===== src/hw/cmc_pkg.sv =====
// package of the can mode control and status block: register map, field positions, reset values, types
// assumes a classic wishbone slave with 32-bit data and byte addresses
package cmc_pkg;
	localparam logic [3:0] CMC_CTRL_ADDR = 4'h0;
	localparam logic [3:0] CMC_STAT_ADDR = 4'h4;
	localparam logic [31:0] CMC_CTRL_RESET = 32'h00010002;
	localparam logic [31:0] CMC_STAT_RESET = 32'h00000c02;
	localparam int CTRL_FREEZE = 16;
	localparam int CTRL_MRESET = 15;
	localparam int CTRL_TTCOMM = 7;
	localparam int CTRL_AUTOBO = 6;
	localparam int CTRL_AUTOWK = 5;
	localparam int CTRL_NORETX = 4;
	localparam int CTRL_FLOCK = 3;
	localparam int CTRL_TXPRIO = 2;
	localparam int CTRL_SLEEP = 1;
	localparam int CTRL_INIT = 0;
	localparam int STAT_RXPIN = 11;
	localparam int STAT_LAST_SAMPLE_VALUE = 10;
	localparam int STAT_RXM = 9;
	localparam int STAT_TXM = 8;
	localparam int STAT_SLKI = 4;
	localparam int STAT_WAKEUP_IRQ_FLAG = 3;
	localparam int STAT_ERROR_IRQ_FLAG = 2;
	localparam int STAT_SLEEP_ACK = 1;
	localparam int STAT_INIT_ACK = 0;
	localparam int RECESSIVE_RUN = 11;
	localparam int RECOVERY_RUNS = 128;
	localparam logic [8:0] TEC_BUSOFF_LIMIT = 9'h0ff;
	typedef enum logic [1:0] {MODE_SLEEP, MODE_INIT, MODE_NORMAL} cmc_mode_type;
	typedef struct packed {
		logic freeze;
		logic timeTrig;
		logic autoBusoff;
		logic autoWakeup;
		logic noRetransmit;
		logic fifoLock;
		logic txPrioOrder;
	} cmc_config_type;
	typedef struct packed {
		logic rxActive;
		logic txActive;
		logic sampleValue;
		logic bitTick;
		logic frameBusy;
		logic sofSeen;
		logic errorEvent;
	} cmc_core_type;
endpackage


===== src/hw/cmc_recessive_counter.sv =====
// counts consecutive recessive bits and completed runs of them
// assumes bitTick is a one-cycle enable at each sample point, same clock
`timescale 1ns/10ps
module cmc_recessive_counter import cmc_pkg::*; #(
	parameter int RUN_LEN = RECESSIVE_RUN,
	parameter int RUN_COUNT = RECOVERY_RUNS
) (
	input wire logic core_clk, // clock
	input wire logic rst_n, // async reset, low
	input wire logic clear, // restart counting
	input wire logic enable, // observe the line
	input wire logic bitTick, // sample point pulse
	input wire logic sampleValue, // sampled bit, one is recessive
	output logic runDone, // pulse: one run of recessive bits completed
	output logic allRunsDone // level: required number of runs seen
);
	logic [3:0] bitCnt_reg;
	logic [7:0] runCnt_reg;
	logic runDone_reg;
	logic hit;
	assign hit = enable && bitTick && sampleValue && (bitCnt_reg == 4'(RUN_LEN - 1));
	always_ff @(posedge core_clk or negedge rst_n) begin
		if (!rst_n) begin
			bitCnt_reg <= 4'h0;
		end else if (clear || (enable && bitTick && (!sampleValue || hit))) begin
			bitCnt_reg <= 4'h0;
		end else if (enable && bitTick) begin
			bitCnt_reg <= bitCnt_reg + 4'h1;
		end
	end
	always_ff @(posedge core_clk or negedge rst_n) begin
		if (!rst_n) begin
			runCnt_reg <= 8'h00;
		end else if (clear) begin
			runCnt_reg <= 8'h00;
		end else if (hit && !allRunsDone) begin
			runCnt_reg <= runCnt_reg + 8'h01;
		end
	end
	always_ff @(posedge core_clk or negedge rst_n) begin
		if (!rst_n) begin
			runDone_reg <= 1'b0;
		end else begin
			runDone_reg <= hit && !clear;
		end
	end
	assign runDone = runDone_reg;
	assign allRunsDone = ({1'b0, runCnt_reg} >= 9'(RUN_COUNT));
endmodule // cmc_recessive_counter


===== src/hw/cmc_mode_ctrl.sv =====
// top of can mode control and status: wishbone registers, mode machine, bus-off recovery
// assumes core status arrives on core_clk; the receive pin is asynchronous and synchronised here
`timescale 1ns/10ps
module cmc_mode_ctrl import cmc_pkg::*; (
	input wire logic core_clk, // 10 MHz clock
	input wire logic rst_n, // async reset, low
	input wire logic wb_cyc_i, // wishbone cycle
	input wire logic wb_stb_i, // wishbone strobe
	input wire logic wb_we_i, // write enable
	input wire logic [3:0] wb_adr_i, // byte address
	input wire logic [3:0] wb_sel_i, // byte selects
	input wire logic [31:0] wb_dat_i, // write data
	output logic [31:0] wb_dat_o, // read data
	output logic wb_ack_o, // acknowledge
	output logic wb_err_o, // unmapped address
	input wire logic canRxPin, // receive pin, asynchronous
	input wire cmc_core_type coreStat, // protocol core status
	input wire logic [8:0] txErrorCount, // tx error counter
	input wire logic debugHalt, // processor in debug
	input wire logic sleepIrqEnable, // enables from interrupt enable register
	input wire logic wakeupIrqEnable, // wakeup enable
	input wire logic errorIrqEnable, // error enable
	output cmc_config_type cfgOut, // configuration to the core
	output logic coreRun, // core may transmit and receive
	output logic coreReset, // pulse: master reset of core, pending counts
	output logic busOff, // bus-off state
	output logic statusIrq // status change interrupt
);
	logic [31:0] ctrl_reg;
	logic [4:0] flags_reg;
	cmc_mode_type mode_reg;
	logic busOff_reg;
	logic initSeen_reg;
	logic rxMeta_reg;
	logic rxSync_reg;
	logic ack_reg;
	logic err_reg;
	logic [31:0] rdata_reg;
	logic coreRun_reg;
	logic coreReset_reg;
	logic irq_reg;
	cmc_config_type cfg_reg;
	logic inSleep;
	logic inInit;
	logic leaving;
	logic runDone;
	logic allRuns;
	logic recClear;
	logic recEnable;
	logic reqNew;
	logic wrCtrl;
	logic wrStat;
	logic mresetNow;
	logic autoWake;
	logic slakClearNow;
	logic [31:0] statView;
	logic [31:0] ctrlWrite;
	cmc_recessive_counter #(
		.RUN_LEN(RECESSIVE_RUN),
		.RUN_COUNT(RECOVERY_RUNS)
	) u_rec (
		.core_clk(core_clk),
		.rst_n(rst_n),
		.clear(recClear),
		.enable(recEnable),
		.bitTick(coreStat.bitTick),
		.sampleValue(coreStat.sampleValue),
		.runDone(runDone),
		.allRunsDone(allRuns)
	);
	assign reqNew = wb_cyc_i && wb_stb_i && !ack_reg && !err_reg;
	assign wrCtrl = reqNew && wb_we_i && (wb_adr_i == CMC_CTRL_ADDR);
	assign wrStat = reqNew && wb_we_i && (wb_adr_i == CMC_STAT_ADDR);
	assign inSleep = (mode_reg == MODE_SLEEP);
	assign inInit = (mode_reg == MODE_INIT);
	// byte-lane merge of a control write; reserved bits stay zero
	always_comb begin
		ctrlWrite = ctrl_reg;
		for (int i = 0; i < 4; i++) begin
			if (wb_sel_i[i]) begin
				ctrlWrite[i*8 +: 8] = wb_dat_i[i*8 +: 8];
			end
		end
	end
	assign mresetNow = wrCtrl && ctrlWrite[CTRL_MRESET];
	assign autoWake = inSleep && ctrl_reg[CTRL_AUTOWK] && coreStat.sofSeen;
	// leaving sleep, or leaving init for normal, waits for a recessive run; init to sleep does not wait
	assign leaving = (inSleep && !ctrl_reg[CTRL_SLEEP]) || (inInit && !ctrl_reg[CTRL_INIT]);
	// in bus-off the counter is held clear in init, so recovery only counts in normal and when leaving sleep
	assign recEnable = leaving || (busOff_reg && (mode_reg == MODE_NORMAL));
	assign recClear = mresetNow || (busOff_reg ? inInit : !leaving);
	assign slakClearNow = inSleep && leaving && runDone;
	always_ff @(posedge core_clk or negedge rst_n) begin
		if (!rst_n) begin
			rxMeta_reg <= 1'b1;
			rxSync_reg <= 1'b1;
		end else begin
			rxMeta_reg <= canRxPin;
			rxSync_reg <= rxMeta_reg;
		end
	end
	// control register
	always_ff @(posedge core_clk or negedge rst_n) begin
		if (!rst_n) begin
			ctrl_reg <= CMC_CTRL_RESET;
		end else if (mresetNow) begin
			ctrl_reg <= CMC_CTRL_RESET;
		end else begin
			if (wrCtrl) begin
				// writable: freeze and bits 7:0, sleep request included; master reset never stored
				ctrl_reg <= ctrlWrite & (CMC_CTRL_RESET | 32'h000000ff) & ~(32'h1 << CTRL_MRESET);
			end
			if (autoWake) begin
				ctrl_reg[CTRL_SLEEP] <= 1'b0;
			end
		end
	end
	// mode machine; one state at a time keeps the acknowledges exclusive
	always_ff @(posedge core_clk or negedge rst_n) begin
		if (!rst_n) begin
			mode_reg <= MODE_SLEEP;
		end else if (mresetNow) begin
			mode_reg <= MODE_SLEEP;
		end else begin
			case (mode_reg)
				MODE_SLEEP: begin
					if (ctrl_reg[CTRL_INIT] && runDone) begin
						mode_reg <= MODE_INIT;
					end else if (slakClearNow) begin
						mode_reg <= MODE_NORMAL;
					end
				end
				MODE_INIT: begin
					if (ctrl_reg[CTRL_SLEEP] && !ctrl_reg[CTRL_INIT]) begin
						mode_reg <= MODE_SLEEP;
					end else if (!ctrl_reg[CTRL_INIT] && runDone) begin
						mode_reg <= MODE_NORMAL;
					end
				end
				MODE_NORMAL: begin
					if (ctrl_reg[CTRL_INIT] && !coreStat.frameBusy) begin
						mode_reg <= MODE_INIT;
					end else if (ctrl_reg[CTRL_SLEEP] && !coreStat.frameBusy) begin
						mode_reg <= MODE_SLEEP;
					end
				end
				default: begin
					mode_reg <= MODE_SLEEP;
				end
			endcase
		end
	end
	// bus-off state and recovery
	always_ff @(posedge core_clk or negedge rst_n) begin
		if (!rst_n) begin
			busOff_reg <= 1'b0;
			initSeen_reg <= 1'b0;
		end else if (mresetNow) begin
			busOff_reg <= 1'b0;
			initSeen_reg <= 1'b0;
		end else if (!busOff_reg) begin
			busOff_reg <= (txErrorCount > TEC_BUSOFF_LIMIT);
			initSeen_reg <= 1'b0;
		end else begin
			if (inInit) begin
				initSeen_reg <= 1'b1;
			end
			if (allRuns && mode_reg == MODE_NORMAL && (ctrl_reg[CTRL_AUTOBO] || initSeen_reg)) begin
				busOff_reg <= 1'b0;
			end
		end
	end
	// interrupt flags: sleep-ack, wakeup, error; set wins over write-one clear
	always_ff @(posedge core_clk or negedge rst_n) begin
		if (!rst_n) begin
			flags_reg <= 5'h00;
		end else if (mresetNow) begin
			flags_reg <= 5'h00;
		end else begin
			if ((mode_reg == MODE_NORMAL || inInit) && ctrl_reg[CTRL_SLEEP] && !ctrl_reg[CTRL_INIT]
				&& !coreStat.frameBusy && sleepIrqEnable) begin
				flags_reg[STAT_SLKI] <= 1'b1;
			end else if (slakClearNow || (wrStat && wb_sel_i[0] && wb_dat_i[STAT_SLKI])) begin
				flags_reg[STAT_SLKI] <= 1'b0;
			end
			if (inSleep && coreStat.sofSeen) begin
				flags_reg[STAT_WAKEUP_IRQ_FLAG] <= 1'b1;
			end else if (wrStat && wb_sel_i[0] && wb_dat_i[STAT_WAKEUP_IRQ_FLAG]) begin
				flags_reg[STAT_WAKEUP_IRQ_FLAG] <= 1'b0;
			end
			if (coreStat.errorEvent && errorIrqEnable) begin
				flags_reg[STAT_ERROR_IRQ_FLAG] <= 1'b1;
			end else if (wrStat && wb_sel_i[0] && wb_dat_i[STAT_ERROR_IRQ_FLAG]) begin
				flags_reg[STAT_ERROR_IRQ_FLAG] <= 1'b0;
			end
		end
	end
	// status view; read-only bits come from live state
	always_comb begin
		statView = 32'h0;
		statView[STAT_RXPIN] = rxSync_reg;
		statView[STAT_LAST_SAMPLE_VALUE] = coreStat.sampleValue;
		statView[STAT_RXM] = coreStat.rxActive;
		statView[STAT_TXM] = coreStat.txActive;
		statView[STAT_SLKI] = flags_reg[STAT_SLKI];
		statView[STAT_WAKEUP_IRQ_FLAG] = flags_reg[STAT_WAKEUP_IRQ_FLAG];
		statView[STAT_ERROR_IRQ_FLAG] = flags_reg[STAT_ERROR_IRQ_FLAG];
		statView[STAT_SLEEP_ACK] = inSleep;
		statView[STAT_INIT_ACK] = inInit;
	end
	// wishbone: ack or err one cycle after the request, dropped the next cycle
	always_ff @(posedge core_clk or negedge rst_n) begin
		if (!rst_n) begin
			ack_reg <= 1'b0;
			err_reg <= 1'b0;
			rdata_reg <= 32'h0;
		end else begin
			ack_reg <= reqNew && (wb_adr_i == CMC_CTRL_ADDR || wb_adr_i == CMC_STAT_ADDR);
			err_reg <= reqNew && !(wb_adr_i == CMC_CTRL_ADDR || wb_adr_i == CMC_STAT_ADDR);
			if (reqNew && !wb_we_i) begin
				rdata_reg <= (wb_adr_i == CMC_CTRL_ADDR) ? ctrl_reg : (wb_adr_i == CMC_STAT_ADDR) ? statView : 32'h0;
			end
		end
	end
	// outputs to the core
	always_ff @(posedge core_clk or negedge rst_n) begin
		if (!rst_n) begin
			cfg_reg <= '0;
			coreRun_reg <= 1'b0;
			coreReset_reg <= 1'b0;
			irq_reg <= 1'b0;
		end else begin
			cfg_reg.freeze <= ctrl_reg[CTRL_FREEZE];
			cfg_reg.timeTrig <= ctrl_reg[CTRL_TTCOMM];
			cfg_reg.autoBusoff <= ctrl_reg[CTRL_AUTOBO];
			cfg_reg.autoWakeup <= ctrl_reg[CTRL_AUTOWK];
			cfg_reg.noRetransmit <= ctrl_reg[CTRL_NORETX];
			cfg_reg.fifoLock <= ctrl_reg[CTRL_FLOCK];
			cfg_reg.txPrioOrder <= ctrl_reg[CTRL_TXPRIO];
			// frozen in debug only when freeze set; fifos are outside this gate
			coreRun_reg <= (mode_reg == MODE_NORMAL) && !busOff_reg && !(ctrl_reg[CTRL_FREEZE] && debugHalt);
			coreReset_reg <= mresetNow;
			irq_reg <= (flags_reg[STAT_SLKI] && sleepIrqEnable) || (flags_reg[STAT_WAKEUP_IRQ_FLAG] && wakeupIrqEnable)
				|| (flags_reg[STAT_ERROR_IRQ_FLAG] && errorIrqEnable);
		end
	end
	assign wb_ack_o = ack_reg;
	assign wb_err_o = err_reg;
	assign wb_dat_o = rdata_reg;
	assign cfgOut = cfg_reg;
	assign coreRun = coreRun_reg;
	assign coreReset = coreReset_reg;
	assign busOff = busOff_reg;
	assign statusIrq = irq_reg;
endmodule // cmc_mode_ctrl


===== config.mk =====
export PLATFORM = sky130hd
export DESIGN_NAME = cmc_mode_ctrl
export DESIGN_NICKNAME = d
export VERILOG_FILES = /design/src/hw/cmc_pkg.sv /design/src/hw/cmc_recessive_counter.sv /design/src/hw/cmc_mode_ctrl.sv
export SDC_FILE = /design/constraint.sdc
export NUM_CORES = 1
export LEC_CHECK = 0
export BUFFER_PORTS_ARGS = -buffer_cell sky130_fd_sc_hd__buf_2
export CAP_MARGIN = 10
export CELL_PAD_IN_SITES_DETAIL_PLACEMENT = 0
export CELL_PAD_IN_SITES_GLOBAL_PLACEMENT = 2
export CORE_UTILIZATION = 28
export CTS_CLUSTER_DIAMETER = 200
export DETAILED_ROUTE_END_ITERATION = 16
export PLACE_DENSITY_LB_ADDON = 0.1
export SETUP_SLACK_MARGIN = 0.05
export SYNTH_ARGS = -nofsm -noshare
export SYNTH_HDL_FRONTEND = slang
export SYNTH_SLANG_ARGS = --single-unit

===== constraint.sdc =====
create_clock -name core_clk -period 2.6 [get_ports core_clk]
set_clock_uncertainty 0.15 [all_clocks]
set_input_delay 0.65 -clock core_clk [delete_from_list [all_inputs] [get_ports core_clk]]
set_output_delay 0.65 -clock core_clk [all_outputs]
set_load 0.01 [all_outputs]

==> results.sh <==
export IMPL_status="finished clean"
export IMPL_cts_htree_levels=2
export IMPL_cts_root_buffer_cell="sky130_fd_sc_hd__clkbuf_8"
export IMPL_max_freq_ghz=0.4401
export IMPL_initial_utilization_pct=28.94
export IMPL_numPlacedInstances=477
export IMPL_largest_net_degree_at_the_start_of_global_routing=57
export IMPL_critical_path_max_fanout=9
export IMPL_finalSetupViolations=0
export IMPL_post_cts_repair_setup_buffers=0
export IMPL_postRouteAntennaNets=0
export IMPL_synth_area_per_cell_um2=9.961
export IMPL_routed_wl_mm=6.912
export IMPL_synthesis_area_um2=2829
export IMPL_fillerInstances=1049
export IMPL_peak_supply_drop_v=0.0002370
export IMPL_finalCriticalPeriod_ns=2.272
export IMPL_detailed_place_hpwl_mm=5.131
export IMPL_static_leakage_power_nw=1.607
export IMPL_post_drt_via_cell_ratio=4.534
export IMPL_complex_gate_fraction_of_the_synthesized_area_pct=15.30
export IMPL_rows=36
export IMPL_synth_distinct_cells=54
export IMPL_cts_resized_gates=0
export IMPL_wl_per_cell_um=14.25
export IMPL_fraction_of_layout_cells_with_a_size_suffix_above_1_pct=27.27
export IMPL_count_of_boundary_i_o_pins=111
export IMPL_cts_root_to_sink_buffers=2
export IMPL_postSynth_topFlopCell="sky130_fd_sc_hd__dfrtp_1"
export IMPL_largest_register_ff_count=13
export IMPL_insertedDiodeCount=0
export IMPL_gp_congestion=0.7870
export IMPL_rsz0062_at_grt="false"
export IMPL_number_of_flip_flops_and_latches_in_the_synthesized_netlist=56
export IMPL_cp_data_required_time_ns=2.70
export IMPL_holdBufCountCts=0
export IMPL_p_per_area_nw_per_um2=611.8
export IMPL_post_route_drc_count=0
export IMPL_firstDrtPassIters=4
export IMPL_floorplan_die_width_um=102.5
export IMPL_path_class="register to register"
export IMPL_crit_arrival_ns=2.37
export IMPL_multi_input_area_um2=1246
export IMPL_routed_via_count=2199
export IMPL_yosysSeqAreaShare_pct=49.71
export IMPL_area_growth_syn_to_layout_pct=19.15
export IMPL_slew_violations=0
export IMPL_fin_nets=425
export IMPL_cells_after_synthesis=284
export IMPL_first_global_vias=2190
export IMPL_simple_gate_share_of_the_synthesized_area_pct=20.21
export IMPL_fin_cells=485
export IMPL_setup_worst_path_start_class="register"
export IMPL_grt_remaining_overflow=0
export IMPL_synth_enable_flop_cells=0
export IMPL_drv_cap=0
export IMPL_drtIter0Drc=63
export IMPL_ff_latch_area_um2=1406
export IMPL_ys_async_sr_fraction_pct=100.0
export IMPL_number_of_synthesis_warnings=0
export IMPL_antenna_found_initial=0
export IMPL_dieHeight_um=102.5
export IMPL_synth_mux_area_fraction_pct=2.477
export IMPL_fin_setup_tns_ns=0
export IMPL_hold_class="input port to async pin"
export IMPL_cts_buffers=5
export IMPL_clkLatencyLatePin_ns=0.32
export IMPL_port_buffers=60
export IMPL_hold_violations=0
export IMPL_total_track_usage_pct=14.51
export IMPL_fp_dieArea_um2=10510
export IMPL_clk_transition_reported_paths_ns=0.11
export IMPL_tritoncts="done"
export IMPL_coreArea_um2=9774
export IMPL_clock_sinks=56
export IMPL_synthesized_area_fraction_occupied_by_xor_and_xnor_cells_pct=0
export IMPL_yosys_area_share_adder_pct=3.538
export IMPL_synth_top_family_by_area="simple AND/OR/NAND/NOR gates"
export IMPL_critical_path_endpoint_type="register"
export IMPL_share_of_the_cycle_needed_by_the_critical_path_after_routing_pct=87.40
export IMPL_wire_length_of_the_first_global_routing_pass_mm=11.46
-- where the power goes --
group / total [mW] / switching, mW / internal [mW]
combinational: 0.491 / 0.272 / 0.220
clock: 0.519 / 0.320 / 0.199
sequential: 1.05 / 0.0888 / 0.963
-- through the flow --
step	setup slack, ns	utilization (%)	power [mW]	hold WS, ns	area (um^2)
2_1_floorplan	0.4986	-	1.397	0.1952	2897
3_3_place_gp	0.3450	33.50	1.568	0.1972	3274
3_5_place_dp	0.2956	33.50	1.571	0.1970	3274
4_1_cts	0.2936	34.49	2.103	0.1760	3371
5_1_grt	0.1584	34.49	2.218	0.1766	3371
6_report	0.3277	34.49	2.062	0.1640	3371
-- cell usage after synthesis (4+ instances only) --
library cell                n  area share, %
sky130_fd_sc_hd__or4_1      6            1.6
sky130_fd_sc_hd__nand2_1   46            6.1
sky130_fd_sc_hd__inv_1     16            2.1
sky130_fd_sc_hd__or3_1      6            1.3
sky130_fd_sc_hd__nor2_1     6           0.80
sky130_fd_sc_hd__mux2i_1    7            2.5
sky130_fd_sc_hd__nand4_1    5            1.1
sky130_fd_sc_hd__o31ai_1   14            3.7
sky130_fd_sc_hd__nand3_1    6            1.1
sky130_fd_sc_hd__dfstp_2    4            3.7
sky130_fd_sc_hd__a21oi_1   14            2.5
sky130_fd_sc_hd__dfrtp_1   52             46
sky130_fd_sc_hd__buf_4     19            5.0
sky130_fd_sc_hd__ha_1       8            3.5
sky130_fd_sc_hd__clkbuf_1   7           0.93
sky130_fd_sc_hd__o21ai_0   17            3.0
-- critical path, cell delays in order (launching register included) --
cell                       delay [ns]
sky130_fd_sc_hd__dfrtp_1         0.43
sky130_fd_sc_hd__inv_1           0.09
sky130_fd_sc_hd__ha_1            0.37
sky130_fd_sc_hd__nand2b_4        0.10
sky130_fd_sc_hd__a311o_1         0.36
sky130_fd_sc_hd__or4_4           0.57
sky130_fd_sc_hd__a21oi_2         0.14
-- per-layer routing --
layer / GRT usage, % / routed length [um] / vias up
li1: - / - / 1099
met1: 21.21 / 3503 / 1039
met2: 21.74 / 3020 / 57
met3: 3.051 / 334 / 4
met4: 3.626 / 53 / 0
met5: 0 / 0 / -
-- cell type report --
type / instances / area share (%)
multi-input combinational: 201 / 36.97
tap: 133 / 4.937
clock buffer: 5 / 2.042
clock inverter: 3 / 0.8166
timing repair buffer: 71 / 11.73
sequential: 56 / 41.72
inverter: 16 / 1.782
-- placed cells by master, fill, tap and decap left out, drive strengths merged, types with 2 or more instances in the layout --
cell,count
nor3,2
o21ai,20
a21oi,15
a31oi,2
ha,8
nand3,6
inv,17
nand3b,3
or4,7
nand4,5
nand2b,5
or3,6
a311o,2
nor2,6
o31ai,14
dfrtp,52
buf,71
clkbuf,5
nor2b,2
a21boi,2
and2,3
mux2i,7
conb,19
nand2,47
dfstp,4
-- kinds of logic (layout without fill, tap and decap cells) --
| family | after synthesis | in the layout |
|---|---|---|
| AO/OA/AOI/OAI | 66 | 66 |
| adder cells (fa/ha/maj) | 8 | 8 |
| buffers and inverters | 45 | 95 |
| flip-flops | 56 | 56 |
| multiplexers | 7 | 7 |
| other | 1 | 19 |
| AND/OR/NAND/NOR | 101 | 101 |
-- worst paths after layout --
kind	startpoint	endpoint	slack, ns	cells past startpoint
max	mode_reg[1]	u_rec.runCnt_reg[7]	0.33	6
min	rst_n	wb_dat_o[9]	0.16	2
max reg2reg	mode_reg[1]	u_rec.runCnt_reg[7]	0.33	6
min reg2reg	rxMeta_reg	rxSync_reg	0.21	0
max in group asynchronous	rst_n	ctrl_reg[1]	1.84	2
min in group core_clk	rxMeta_reg	rxSync_reg	0.21	0
(Power assumes the default switching activity.)
